**src/bsl_pkg.sv**
```systemverilog
// Behaviour
// [RULE1] Word-wide stream opens with width key 0x10AA selecting 16-bit operation.
// [RULE2] Eight reserved words follow the key; each is read and discarded.
// [RULE3] 32-bit entry address follows; its top byte must be 0x00.
// [RULE4] Each block starts with a size; size zero ends the stream.
// [RULE5] Block size counts 16-bit words in both widths; byte mode takes two bytes each.
// [RULE6] Destination address follows size; data words stored at consecutive locations.
// [RULE7] Byte mode assembles each word low byte first, high byte second.
// [RULE8] 32-bit values arrive high word first, then low word.
// [RULE9] Byte-mode stream opens with bytes AA then 08, forming key 0x08AA.
// [RULE10] Byte-mode address bytes arrive 23:16, 31:24, 7:0, 15:8 into place.
// [RULE11] After the zero size, captured entry address is presented as start location.
// [RULE12] First value checked against word key, else paired with second against byte key.
// [RULE13] Abort raises error, writes nothing, stops consuming until reset.
package bsl_pkg;
    localparam logic [15:0] BSL_WORD_KEY = 16'h10aa;
    localparam logic [15:0] BSL_BYTE_KEY = 16'h08aa;
    localparam logic [3:0] BSL_RSVD_WORDS = 4'h8;
    localparam logic [15:0] BSL_END_SIZE = 16'h0000;
    localparam logic [15:0] BSL_ONE_WORD = 16'h0001;
    localparam logic [7:0] BSL_ENTRY_TOP = 8'h00;

    typedef enum logic [3:0] {
        BSL_ST_KEY0 = 4'h0,
        BSL_ST_KEY1 = 4'h1,
        BSL_ST_RSVD = 4'h2,
        BSL_ST_ENT_HI = 4'h3,
        BSL_ST_ENT_LO = 4'h4,
        BSL_ST_SIZE = 4'h5,
        BSL_ST_DST_HI = 4'h6,
        BSL_ST_DST_LO = 4'h7,
        BSL_ST_DATA = 4'h8,
        BSL_ST_DONE = 4'h9,
        BSL_ST_ABORT = 4'ha
    } bsl_state_t;

    typedef struct packed {
        logic half;
        logic [7:0] lo;
        logic vld;
        logic [15:0] word;
    } bsl_asm_t;

    typedef struct packed {
        bsl_state_t st;
        logic byte_mode;
        logic [7:0] first;
        logic [3:0] rsvd_cnt;
        logic [15:0] blk_cnt;
        logic [31:0] entry;
        logic [31:0] dest;
        logic in_ready;
        logic mem_we;
        logic [31:0] mem_addr;
        logic [15:0] mem_data;
        logic done;
        logic err;
        logic [31:0] start;
    } bsl_ctl_t;
endpackage

```
**src/bsl_word_if.sv**
```systemverilog
`timescale 1ns/1ps
`default_nettype none
interface bsl_word_if;
    logic val_valid;
    logic [15:0] val_data;
    logic byte_mode;
    logic word_valid;
    logic [15:0] word_data;

    modport asm (
        input val_valid,
        input val_data,
        input byte_mode,
        output word_valid,
        output word_data
    );
    modport ctl (
        output val_valid,
        output val_data,
        output byte_mode,
        input word_valid,
        input word_data
    );
endinterface
`default_nettype wire

```
**src/boot_stream_loader.sv**
```systemverilog
`timescale 1ns/1ps
`default_nettype none
module boot_stream_loader
    import bsl_pkg::*;
(
    input wire logic clk_i,
    input wire logic rst_i,
    input wire logic stream_valid_i,
    input wire logic [15:0] stream_data_i,
    output logic stream_ready_o,
    output logic mem_we_o,
    output logic [31:0] mem_addr_o,
    output logic [15:0] mem_data_o,
    output logic [31:0] start_location_o,
    output logic done_o,
    output logic error_o
);
    // States in which values go through the word assembler
    function automatic logic word_phase(input bsl_state_t st);
        case (st)
            BSL_ST_RSVD, BSL_ST_ENT_HI, BSL_ST_ENT_LO, BSL_ST_SIZE,
            BSL_ST_DST_HI, BSL_ST_DST_LO, BSL_ST_DATA: word_phase = 1'b1;
            default: word_phase = 1'b0;
        endcase
    endfunction

    function automatic logic consuming(input bsl_state_t st);
        consuming = word_phase(st) || st == BSL_ST_KEY0 || st == BSL_ST_KEY1;
    endfunction

    bsl_ctl_t c_q;
    bsl_ctl_t c_d;
    logic take;

    bsl_word_if w();

    assign take = stream_valid_i && c_q.in_ready;
    assign w.val_valid = take && word_phase(c_q.st);
    assign w.val_data = stream_data_i;
    assign w.byte_mode = c_q.byte_mode;

    bsl_word_asm u_asm (
        .clk_i(clk_i),
        .rst_i(rst_i),
        .w(w)
    );

    always_comb begin
        c_d = c_q;
        c_d.mem_we = 1'b0;
        case (c_q.st)
            BSL_ST_KEY0: begin
                if (take) begin
                    if (stream_data_i == BSL_WORD_KEY) begin // RULE1 RULE12
                        c_d.byte_mode = 1'b0;
                        c_d.rsvd_cnt = BSL_RSVD_WORDS;
                        c_d.st = BSL_ST_RSVD;
                    end else begin
                        c_d.first = stream_data_i[7:0];
                        c_d.st = BSL_ST_KEY1;
                    end
                end
            end
            BSL_ST_KEY1: begin
                if (take) begin
                    if ({stream_data_i[7:0], c_q.first} == BSL_BYTE_KEY) begin // RULE9 RULE12
                        c_d.byte_mode = 1'b1;
                        c_d.rsvd_cnt = BSL_RSVD_WORDS;
                        c_d.st = BSL_ST_RSVD;
                    end else begin
                        c_d.st = BSL_ST_ABORT; // RULE12
                    end
                end
            end
            BSL_ST_RSVD: begin
                if (w.word_valid) begin
                    // Value discarded, only counted
                    c_d.rsvd_cnt = c_q.rsvd_cnt - 4'h1; // RULE2
                    if (c_q.rsvd_cnt == 4'h1) begin
                        c_d.st = BSL_ST_ENT_HI;
                    end
                end
            end
            BSL_ST_ENT_HI: begin
                if (w.word_valid) begin
                    c_d.entry[31:16] = w.word_data; // RULE8
                    // A nonzero top byte cannot be a legal start location
                    if (w.word_data[15:8] != BSL_ENTRY_TOP) begin // RULE3
                        c_d.st = BSL_ST_ABORT;
                    end else begin
                        c_d.st = BSL_ST_ENT_LO;
                    end
                end
            end
            BSL_ST_ENT_LO: begin
                if (w.word_valid) begin
                    c_d.entry[15:0] = w.word_data; // RULE3
                    c_d.st = BSL_ST_SIZE;
                end
            end
            BSL_ST_SIZE: begin
                if (w.word_valid) begin
                    c_d.blk_cnt = w.word_data; // RULE5
                    if (w.word_data == BSL_END_SIZE) begin // RULE4
                        c_d.start = c_q.entry; // RULE11
                        c_d.done = 1'b1;
                        c_d.st = BSL_ST_DONE;
                    end else begin
                        c_d.st = BSL_ST_DST_HI;
                    end
                end
            end
            BSL_ST_DST_HI: begin
                if (w.word_valid) begin
                    c_d.dest[31:16] = w.word_data; // RULE8 RULE10
                    c_d.st = BSL_ST_DST_LO;
                end
            end
            BSL_ST_DST_LO: begin
                if (w.word_valid) begin
                    c_d.dest[15:0] = w.word_data; // RULE10
                    c_d.st = BSL_ST_DATA;
                end
            end
            BSL_ST_DATA: begin
                if (w.word_valid) begin
                    c_d.mem_we = 1'b1; // RULE6
                    c_d.mem_addr = c_q.dest;
                    c_d.mem_data = w.word_data;
                    c_d.dest = c_q.dest + 32'h1; // RULE6
                    c_d.blk_cnt = c_q.blk_cnt - BSL_ONE_WORD; // RULE5
                    if (c_q.blk_cnt == BSL_ONE_WORD) begin
                        c_d.st = BSL_ST_SIZE;
                    end
                end
            end
            BSL_ST_DONE: begin
                c_d.done = 1'b1;
            end
            BSL_ST_ABORT: begin
                c_d.err = 1'b1; // RULE13
            end
            default: begin
                c_d.st = BSL_ST_ABORT;
            end
        endcase
        if (c_d.st == BSL_ST_ABORT) begin
            c_d.err = 1'b1; // RULE13
            c_d.mem_we = 1'b0;
        end
        // Ready drops as soon as the stream is finished or rejected
        c_d.in_ready = consuming(c_d.st); // RULE13
    end

    always_ff @(posedge clk_i) begin
        if (rst_i) begin
            c_q <= '0;
            c_q.st <= BSL_ST_KEY0;
        end else begin
            c_q <= c_d;
        end
    end

    assign stream_ready_o = c_q.in_ready;
    assign mem_we_o = c_q.mem_we;
    assign mem_addr_o = c_q.mem_addr;
    assign mem_data_o = c_q.mem_data;
    assign start_location_o = c_q.start;
    assign done_o = c_q.done;
    assign error_o = c_q.err;
endmodule
`default_nettype wire

```
**src/bsl_word_asm.sv**
```systemverilog
`timescale 1ns/1ps
`default_nettype none
module bsl_word_asm
    import bsl_pkg::*;
(
    input wire logic clk_i,
    input wire logic rst_i,
    bsl_word_if.asm w
);
    bsl_asm_t s_q;
    bsl_asm_t s_d;

    always_comb begin
        s_d = s_q;
        s_d.vld = 1'b0;
        if (w.val_valid) begin
            if (w.byte_mode) begin
                if (!s_q.half) begin
                    s_d.lo = w.val_data[7:0]; // RULE7
                    s_d.half = 1'b1;
                end else begin
                    s_d.word = {w.val_data[7:0], s_q.lo}; // RULE7
                    s_d.vld = 1'b1;
                    s_d.half = 1'b0;
                end
            end else begin
                s_d.word = w.val_data;
                s_d.vld = 1'b1;
            end
        end
    end

    always_ff @(posedge clk_i) begin
        if (rst_i) begin
            s_q <= '0;
        end else begin
            s_q <= s_d;
        end
    end

    assign w.word_valid = s_q.vld;
    assign w.word_data = s_q.word;
endmodule
`default_nettype wire

```
**config.mk**
```make
export PLATFORM = sky130hd
export DESIGN_NAME = boot_stream_loader
export DESIGN_NICKNAME = d
export VERILOG_FILES = /design/src/bsl_pkg.sv /design/src/bsl_word_if.sv /design/src/boot_stream_loader.sv /design/src/bsl_word_asm.sv
export SDC_FILE = /design/constraint.sdc
export NUM_CORES = 1
export LEC_CHECK = 0
export BUFFER_PORTS_ARGS = -buffer_cell sky130_fd_sc_hd__buf_2
export CORE_UTILIZATION = 55
export CTS_CLUSTER_DIAMETER = 80
export DETAILED_ROUTE_END_ITERATION = 10
export PLACE_DENSITY = 0.81
export SLEW_MARGIN = 5
export SYNTH_ARGS = -nofsm -noshare
export SYNTH_HDL_FRONTEND = slang
export SYNTH_SLANG_ARGS = --single-unit
```
**constraint.sdc**
```tcl
create_clock -name clk_i -period 5.8 [get_ports clk_i]
set_clock_uncertainty 0.15 [all_clocks]
set_input_delay 1.74 -clock clk_i [delete_from_list [all_inputs] [get_ports clk_i]]
set_output_delay 1.74 -clock clk_i [all_outputs]
set_load 0.01 [all_outputs]
```
Yosys cells after proc, flatten, opt, wreduce, memory -nomap -nowiden
Cells that the tools add are included.
- bits in registers: 207
- bits in latches: 0
- bits in writable memories: 0
- bits in read-only memories: 0
- input port bits: 19
- output and inout port bits: 84
- logic and storage cells: 137
- memories kept: 0
- add/sub/neg operators: 3
- multipliers: 0
- divide/modulo/power cells: 0
- magnitude comparators: 0
- equality and inequality tests: 34
- shift operators: 0
- multiplexer cells: 42
- bitwise operators: 4
- reduce and logical (&&, ||, !) cells: 34
- operators with widths (operator ; count):
    one-hot mux 16 bit (2 select lines) ; 3
    2-to-1 mux 4 bit ; 16
    2-to-1 mux 17 bit ; 3
    2-to-1 mux 49 bit ; 1
    one-hot mux 4 bit (10 select lines) ; 1
    adder 32 x 1 -> 32 bit, second input constant ; 1
    == test 4 x 3 -> 1 bit, second input constant ; 8
    2-to-1 mux 16 bit ; 2
    2-to-1 mux 32 bit ; 1
    AND reduction 3 bit ; 7
    == test 4 bit, second input constant ; 5
    == test 16 x 1 -> 1 bit, second input constant ; 1
    == test 16 x 12 -> 1 bit, second input constant ; 1
    == test 16 x 13 -> 1 bit, second input constant ; 1
    == test 4 x 2 -> 1 bit, second input constant ; 4
    logical NOT 16 bit ; 1
    subtractor 16 x 1 -> 16 bit, second input constant ; 1
    OR reduction 7 bit ; 2
    == test 4 x 1 -> 1 bit, second input constant ; 3
    inequality test 2 x 1 -> 1 bit, second input constant ; 6
    one-hot mux 4 bit (3 select lines) ; 1
    nonzero test 2 bit ; 6
    inequality test 2 bit, second input constant ; 5
    AND reduction 2 bit ; 5
    other kinds (16) ; 32

Longest topological paths before layout
Gate-level depths: netlist of run 1.
- depth after elaboration: 9
- mapped depth: 8
- mapped depth without buffers: 7

By module
A second synthesis of run 1 with hierarchy kept.
- cells, all modules: 1245
- area, all modules: 9825.7 µm²
- by module, submodules not included (module ; instances ; cells each ; area each (µm²)):
    boot_stream_loader ; 1 ; 1122 ; 8600.7
    bsl_word_asm ; 1 ; 123 ; 1224.9

Worst setup path after synthesis of run 1
Ideal clock, no wire load.
- path kind: input port to flip-flop
- from: in stream_data_i[9]
- to: reg c_q, in the netlist stream_ready_o
- setup time: 0.061 ns
- data arrival time: 3.045 ns
- slack: 2.544 ns
- cell stages on the path: 6
- buffers on the path: 1
- path through: nor4b_1 -> nand4_1 -> nand2b_1 -> buf_2 -> nor4b_1 -> a32o_1
- word-level cells in the longest chain between the ends: 9
- RTL lines (item ; line ; text):
    start: declaration ; boot_stream_loader.sv:9 ; input wire logic [15:0] stream_data_i,
    == test 16 x 13 -> 1 bit (*) ; boot_stream_loader.sv:54 ; if (stream_data_i == BSL_WORD_KEY) begin
    2-to-1 mux 2 bit (*) ; boot_stream_loader.sv:54 ;
    2-to-1 mux 17 bit (*) ; boot_stream_loader.sv:53 ; if (take) begin
    one-hot mux 4 bit (10 select lines) (*) ; boot_stream_loader.sv:51 ; case (c_q.st)
    == test 4 x 2 -> 1 bit (tied with other cells) ; boot_stream_loader.sv:20 ; case (st)
    OR reduction 7 bit ; boot_stream_loader.sv:20 ;
    2-to-1 mux 1 bit ; boot_stream_loader.sv:20 ;
    logical OR 1 bit ; boot_stream_loader.sv:28 ; consuming = word_phase(st) || st == BSL_ST_KEY0 || st == BSL_ST_KEY1;
    logical OR 1 bit (*) ; boot_stream_loader.sv:28 ;
    end: declaration ; boot_stream_loader.sv:31 ; bsl_ctl_t c_q;
Mark *: on every way between the ends. The rest lies on a longest branch, timed or not. The select of a mux whose other input is x is not followed.
A chain may end at the register's enable or synchronous reset.

Final worst setup path of run 1
- from: in stream_valid_i
- to: reg u_asm.s_q[20] (netlist bit)
- word-level cells in the longest chain between the ends: 3
- RTL lines (item ; line ; text):
    start: declaration ; boot_stream_loader.sv:8 ; input wire logic stream_valid_i,
    logical AND 1 bit ; boot_stream_loader.sv:37 ; assign take = stream_valid_i && c_q.in_ready;
    logical AND 1 bit ; boot_stream_loader.sv:38 ; assign w.val_valid = take && word_phase(c_q.st);
    AND reduction 3 bit (no source line) ; n/a ;
    end signal: assignment ; bsl_word_asm.sv:35 ; s_q <= '0;
    end signal: assignment ; bsl_word_asm.sv:37 ; s_q <= s_d;
    end: declaration ; bsl_word_asm.sv:10 ; bsl_asm_t s_q;
Every way passes these cells.

==> flow_summary.yaml, run 1 <==
clocking:
  cts_resized: 0
  cts.sinks: 207
  cts_buffers: 22
  path_clk_slew_ps: 60
  h-tree-depth: 1
  post_cts_buffers: 0
  cts_buffer_depth: 3
  insertion_delay_ps: 500
  ctsHoldBuffers: 0
  cts_tree: "built"
  root_buffer: "clkbuf_16"
cells_and_area:
  fin_cells: 1456
  drive_gt1_frac: 0.141
  nets: 1240
  final_core_util: 0.601
  diodes: 0
  syn2layout_area_growth_pct: 6.26
run:
  drv_cap: 0
critical_path:
  worst_setup_path_start_kind: "input port"
  cp_max_fo: 19
  endpoint_kind: "flip-flop"
  cp.required_ps: 6020
  r2r_slack_ps: 2550
  r2r-end: "c_q[107]$_SDFFE_PP0P_"
  critical_path_class: "input port to flip-flop"
  arrival_ps: 3670
  reg2reg_depth: 5
  crit_start: "stream_valid_i"
  r2r-start: "c_q[178]$_SDFF_PP0_"
min_path:
  min_path_cells: 2
  min_from: "mem_data_o[10]$_SDFFE_PP0P_"
  hold_class: "flip-flop to flip-flop"
  hold_path_end: "mem_data_o[10]$_SDFFE_PP0P_"
placement:
  portBuffers: 102
  place_hpwl_microns: 16700
  pre_cts_ws_ps: 1850
  routabilityCongestion: 0.894
  dp.cells: 1417
synthesis:
  ys_seq_area_frac: 0.422
  syn-mean-instance-area_sq_um: 7.87
  synth_area_sq_um: 9810
  syn_inst: 1247
  synth_seq_cells: 207
  synth_edf_count: 0
  synth_top_area_cell: "dfxtp_1"
  synth_cell_types: 75
  synth_top_area_share: 0.422
  syn_nets: 1271
  async_flop_share: 0
  ys.flop_type: "dfxtp_1"
  synth_area_leaders: "dfxtp_1, nand2_1, a21oi_1, buf_4, nor2_1"
  synth_warnings: 0
detailed_routing:
  via_per_inst: 5.98
  avgRoutedWirePerCell_microns: 17.2
  num_vias: 8704
  drt_iter0_drc: 917
  firstDrtPassIters: 6
  ant_nets: 0
  wl_microns: 25100
  drc: 0
grt:
  met3_usage: 0.0355
  grt_max_degree: 93
  busiest_layer: "met2"
  grt_pass1_wl_microns: 39600
  grt_pass1_vias: 7561
  grt-ovfl-total: 0
  track_usage: 0.268
  antenna_found_initial: 0
  use_met1: 0.384
  met2_usage: 0.413
floorplan:
  core_area_sq_um: 17400
  io-pin-count: 103
  num_rows: 48
  fp.dieH_microns: 136
  dieArea_sq_um: 18400
  chipWidth_microns: 136
  initial_utilization: 0.565
power_and_ir_drop:
  p_sw_mw: 0.760
  power_leakage_nw: 3.78
  power_frac_clock: 0.436
  finalPower_mw: 3.06
  p_comb_frac: 0.079
  power_density_nw_per_um2: 293
  p_int_mw: 2.30
  ir_drop_v: 0.000214
  netSwitchingFraction: 0.249
  seqPwrFrac: 0.485
status:
  status: "completed"
sta:
  fmax_ghz: 0.290
  slew_headroom: 0.225
  maxSlewViolCount: 0
  rsz0062_at_grt: "false"
  tns_ps: 0
  worst_slack_ps: 2350
  fin_crit_ps: 3450
  finalSetupViolCount: 0
  worstMarginPinSlew_ps: 1160
  period_share: 0.595
  hold_viol: 0
## worst max-delay path by stage
stage / slack [ps] / end
after global routing: 2160 / u_asm.s_q[18]$_SDFFE_PP0P_
final: 2350 / u_asm.s_q[20]$_SDFFE_PP0P_
after detailed placement: 1850 / u_asm.s_q[17]$_SDFFE_PP0P_
after global placement: 1920 / u_asm.s_q[20]$_SDFFE_PP0P_
after floorplan: 2540 / stream_ready_o$_SDFF_PP0_
after CTS: 2380 / u_asm.s_q[20]$_SDFFE_PP0P_
## state kept, by name, indices dropped and copies added (netlist names)
| name | count |
|---|---|
| c_q | 96 |
| done_o | 1 |
| error_o | 1 |
| mem_addr_o | 32 |
| mem_data_o | 16 |
| mem_we_o | 1 |
| start_location_o | 32 |
| stream_ready_o | 1 |
| u_asm.s_q | 9 |
| u_asm.w.word_data | 16 |
| u_asm.w.word_valid | 1 |
| w.byte_mode | 1 |
## cell usage after synthesis (all sizes together), types with 3 or more instances
| master | n |
|---|---|
| a21oi | 152 |
| nor4bb | 4 |
| nand3b | 8 |
| a22oi | 8 |
| or3 | 7 |
| and4 | 5 |
| ha | 5 |
| nor4 | 14 |
| o221ai | 6 |
| o21ai | 48 |
| dfxtp | 207 |
| nor2 | 141 |
| nand2 | 220 |
| a221oi | 19 |
| a31o | 6 |
| inv | 29 |
| o21a | 5 |
| and2 | 4 |
| a31oi | 10 |
| nand2b | 4 |
| clkbuf | 67 |
| nor2b | 9 |
| buf | 100 |
| a21o | 4 |
| and3 | 6 |
| nand4 | 15 |
| nor3b | 4 |
| nand3 | 16 |
| mux2i | 23 |
| o31ai | 7 |
| a311oi | 3 |
| a211oi | 8 |
| or4 | 5 |
| o211ai | 3 |
| o22ai | 16 |
| nor4b | 4 |
| nor3 | 19 |
## critical path, stage by stage
cell and delay (ps):
buf_2 100, nand2_1 140, a21oi_4 530, nor3b_2 820, mux2i_1 280, nor2_1 50
## cells in the final DEF, fill, tap and decap left out, types with 6 or more instances in the layout
cell	instances
a211oi_1	8
a21oi_1	151
a221oi_1	11
a221oi_2	8
a22oi_1	8
a31o_2	6
a31oi_1	10
and3_1	6
buf_2	101
buf_4	10
clkbuf_16	22
clkbuf_8	6
dfxtp_1	207
inv_1	29
mux2i_1	23
nand2_1	220
nand3_1	16
nand3b_1	8
nand4_1	14
nor2_1	139
nor2b_1	9
nor3_1	19
nor4_1	12
o21ai_0	46
o221ai_1	6
o22ai_1	16
o31ai_1	7
or3_1	7
## per-stage QoR
step / instance area (sq um) / hold slack (ps)
5_1_grt: 10400 / 313
3_3_place_gp: 9730 / 290
2_1_floorplan: 9810 / 282
6_report: 10400 / 298
4_1_cts: 10400 / 301
3_5_place_dp: 9730 / 293
## metal layers
metal	up-vias	routed length, microns
met2	399	11200
met1	4041	11200
met3	46	1980
li1	4218	-
met5	-	0
met4	0	623
## final cells by class
type / instances / area, sq um
clock inverters: 6 / 41.3
multi-input cells: 844 / 4610
inverters: 29 / 109
repair buffers: 112 / 592
flip-flops and latches: 207 / 4140
fillers: 1512 / 6930
well taps: 225 / 282
clock buffers: 33 / 652
## kinds of logic after synthesis
logic type / count (synthesis) / synth area share
simple gates: 493 / 0.229
compound gates: 321 / 0.206
flops: 207 / 0.422
buf+inv: 196 / 0.110
mux: 24 / 0.0246
fa+ha+maj: 5 / 0.00638
xor+xnor: 1 / 0.000893
## power by group through the flow
stage / sequential, mW / combinational [mW] / clock (mW)
2_1_floorplan: 1.49 / 0.181 / 0
3_3_place_gp: 1.51 / 0.229 / 0
3_5_place_dp: 1.51 / 0.233 / 0
4_1_cts: 1.48 / 0.235 / 1.34
5_1_grt: 1.49 / 0.259 / 1.40
6_report: 1.48 / 0.241 / 1.33
Note: power is estimated with default switching activity, not from simulation.
==> run 2, diff against run 1 <==
- CORE_UTILIZATION: 55 -> 53
- PLACE_DENSITY: 0.81 -> 0.82
- clock period: 5.8 -> 3.1 ns (I/O delays scaled with it)
==> flow_summary.yaml, run 2 (same netlist as run 1, synthesis figures left out) <==
cells_and_area:
  top_register: "c_q"
  nets: 1258
  final.fill_count: 1606
  syn2layout_area_growth_pct: 8.09
  final_common_cell: "nand2_1"
  diodes: 0
  drive_gt1_frac: 0.154
  final_cell_mix: "nand2_1, dfxtp_1, a21oi_1"
  largest_reg_flops: 96
critical_path:
  crit_buf_inv: 1
  cp_cell_sequence: "or4b_1, buf_4, nor4_2, o21ai_0, a21oi_1"
  worst_setup_path_start_kind: "flip-flop"
  arrival_ps: 2870
  cp_max_fo: 53
  endpoint_kind: "flip-flop"
  crit_family: "simple AND/OR/NAND/NOR gates"
  cp.required_ps: 3390
  critical_path_class: "flip-flop to flip-flop"
  r2r_slack_ps: 520
  slowest_stage: "or4b_1"
  slowest_delay_ps: 660
power_and_ir_drop:
  finalPower_mw: 5.82
  p_int_mw: 4.35
  power_density_nw_per_um2: 549
  power_frac_clock: 0.442
  seqPwrFrac: 0.477
  netSwitchingFraction: 0.252
  p_sw_mw: 1.47
  power_leakage_nw: 3.88
  p_comb_frac: 0.081
  ir_drop_v: 0.000445
clocking:
  path_clk_slew_ps: 60
  cts_resized: 0
  cts_buffer_depth: 3
  cts_tree: "built"
  ctsHoldBuffers: 0
  insertion_delay_ps: 520
  h-tree-depth: 1
  root_buffer: "clkbuf_16"
  cts.sinks: 207
  cts_buffers: 22
  post_cts_buffers: 0
grt:
  grt_max_degree: 129
  grt_pass1_wl_microns: 40700
  track_usage: 0.257
  antenna_found_initial: 0
  grt-ovfl-total: 0
  grt_pass1_vias: 7802
sta:
  worstMarginPinSlew_ps: 888
  maxSlewViolCount: 0
  finalSetupViolCount: 0
  slew_headroom: 0.408
  hold_viol: 0
  rsz0062_at_grt: "false"
  fmax_ghz: 0.387
  tns_ps: 0
  fin_crit_ps: 2580
  period_share: 0.834
detailed_routing:
  ant_nets: 0
  num_vias: 8769
  drt_iter0_drc: 971
  avgRoutedWirePerCell_microns: 16.9
  via_per_inst: 5.94
  firstDrtPassIters: 5
  drc: 0
  wl_microns: 25000
floorplan:
  num_rows: 49
  dieArea_sq_um: 19100
  io-pin-count: 103
  chipWidth_microns: 138
  initial_utilization: 0.544
  core_area_sq_um: 18000
  fp.dieH_microns: 138
placement:
  place_hpwl_microns: 16600
  routabilityCongestion: 0.893
  portBuffers: 102
status:
  status: "completed"
min_path:
  hold_class: "flip-flop to flip-flop"
run:
  drv_cap: 0
## run 2: cell types whose count changed in the layout (fill, tap and decap cells not counted)
cell	change
bufinv_16	+1
clkbuf_8	-2
o21ai_0	+1
o21ai_1	-1
buf_12	+2
clkinvlp_4	+1
clkinv_2	-2
clkbuf_1	-1
clkinv_4	+1
buf_4	+16
inv_6	+1
## run 2: per-stage QoR
step	instances	cell area, sq um	hold WS [ps]	util	worst slack [ps]
after detailed placement	1439	9900	293	0.549	409
after CTS	1477	10600	301	0.588	547
after global placement	1439	9900	289	0.549	424
final	1477	10600	300	0.588	516
after floorplan	1247	9810	282	-	654
after global routing	1477	10600	312	0.588	353
## run 2: power by group through the flow
stage | registers (mW) | clock network [mW] | logic [mW]
6_report | 2.77 | 2.57 | 0.470
5_1_grt | 2.78 | 2.71 | 0.506
4_1_cts | 2.77 | 2.60 | 0.457
3_5_place_dp | 2.83 | 0 | 0.455
3_3_place_gp | 2.83 | 0 | 0.446
2_1_floorplan | 2.79 | 0 | 0.339
## run 2: worst reg2reg max path, cell delays in order, from the launching register on
cell and delay [ps]:
dfxtp_1 510, or4b_1 660, buf_4 340, nor4_2 470, o21ai_0 200, a21oi_1 170
## run 2: path summary, 6_finish.rpt
path / start / end / cells after the start
max: c_q[177]$_SDFF_PP0_ / c_q[157]$_SDFFE_PP0P_ / 5
min: mem_data_o[13]$_SDFFE_PP0P_ / mem_data_o[13]$_SDFFE_PP0P_ / 2
max reg2reg: c_q[177]$_SDFF_PP0_ / c_q[157]$_SDFFE_PP0P_ / 5
min reg2reg: mem_data_o[13]$_SDFFE_PP0P_ / mem_data_o[13]$_SDFFE_PP0P_ / 2
## run 2: cell type report
type                            instances  area, sq um  share of cell area
Multi-Input combinational cell        844         4610               0.434
Sequential cell                       207         4140               0.391
Timing Repair Buffer                  130          752              0.0709
Clock buffer                           30          621              0.0585
Tap cell                              229          287              0.0270
Inverter                               29          109              0.0103
Clock inverter                          8         86.3             0.00814
## run 2: metal layers
| metal | track usage | part of all wire |
|---|---|---|
| met1 | 0.360 | 0.44 |
| met2 | 0.391 | 0.44 |
| met3 | 0.0495 | 0.091 |
| met4 | 0.0943 | 0.028 |
| met5 | 0 | 0 |
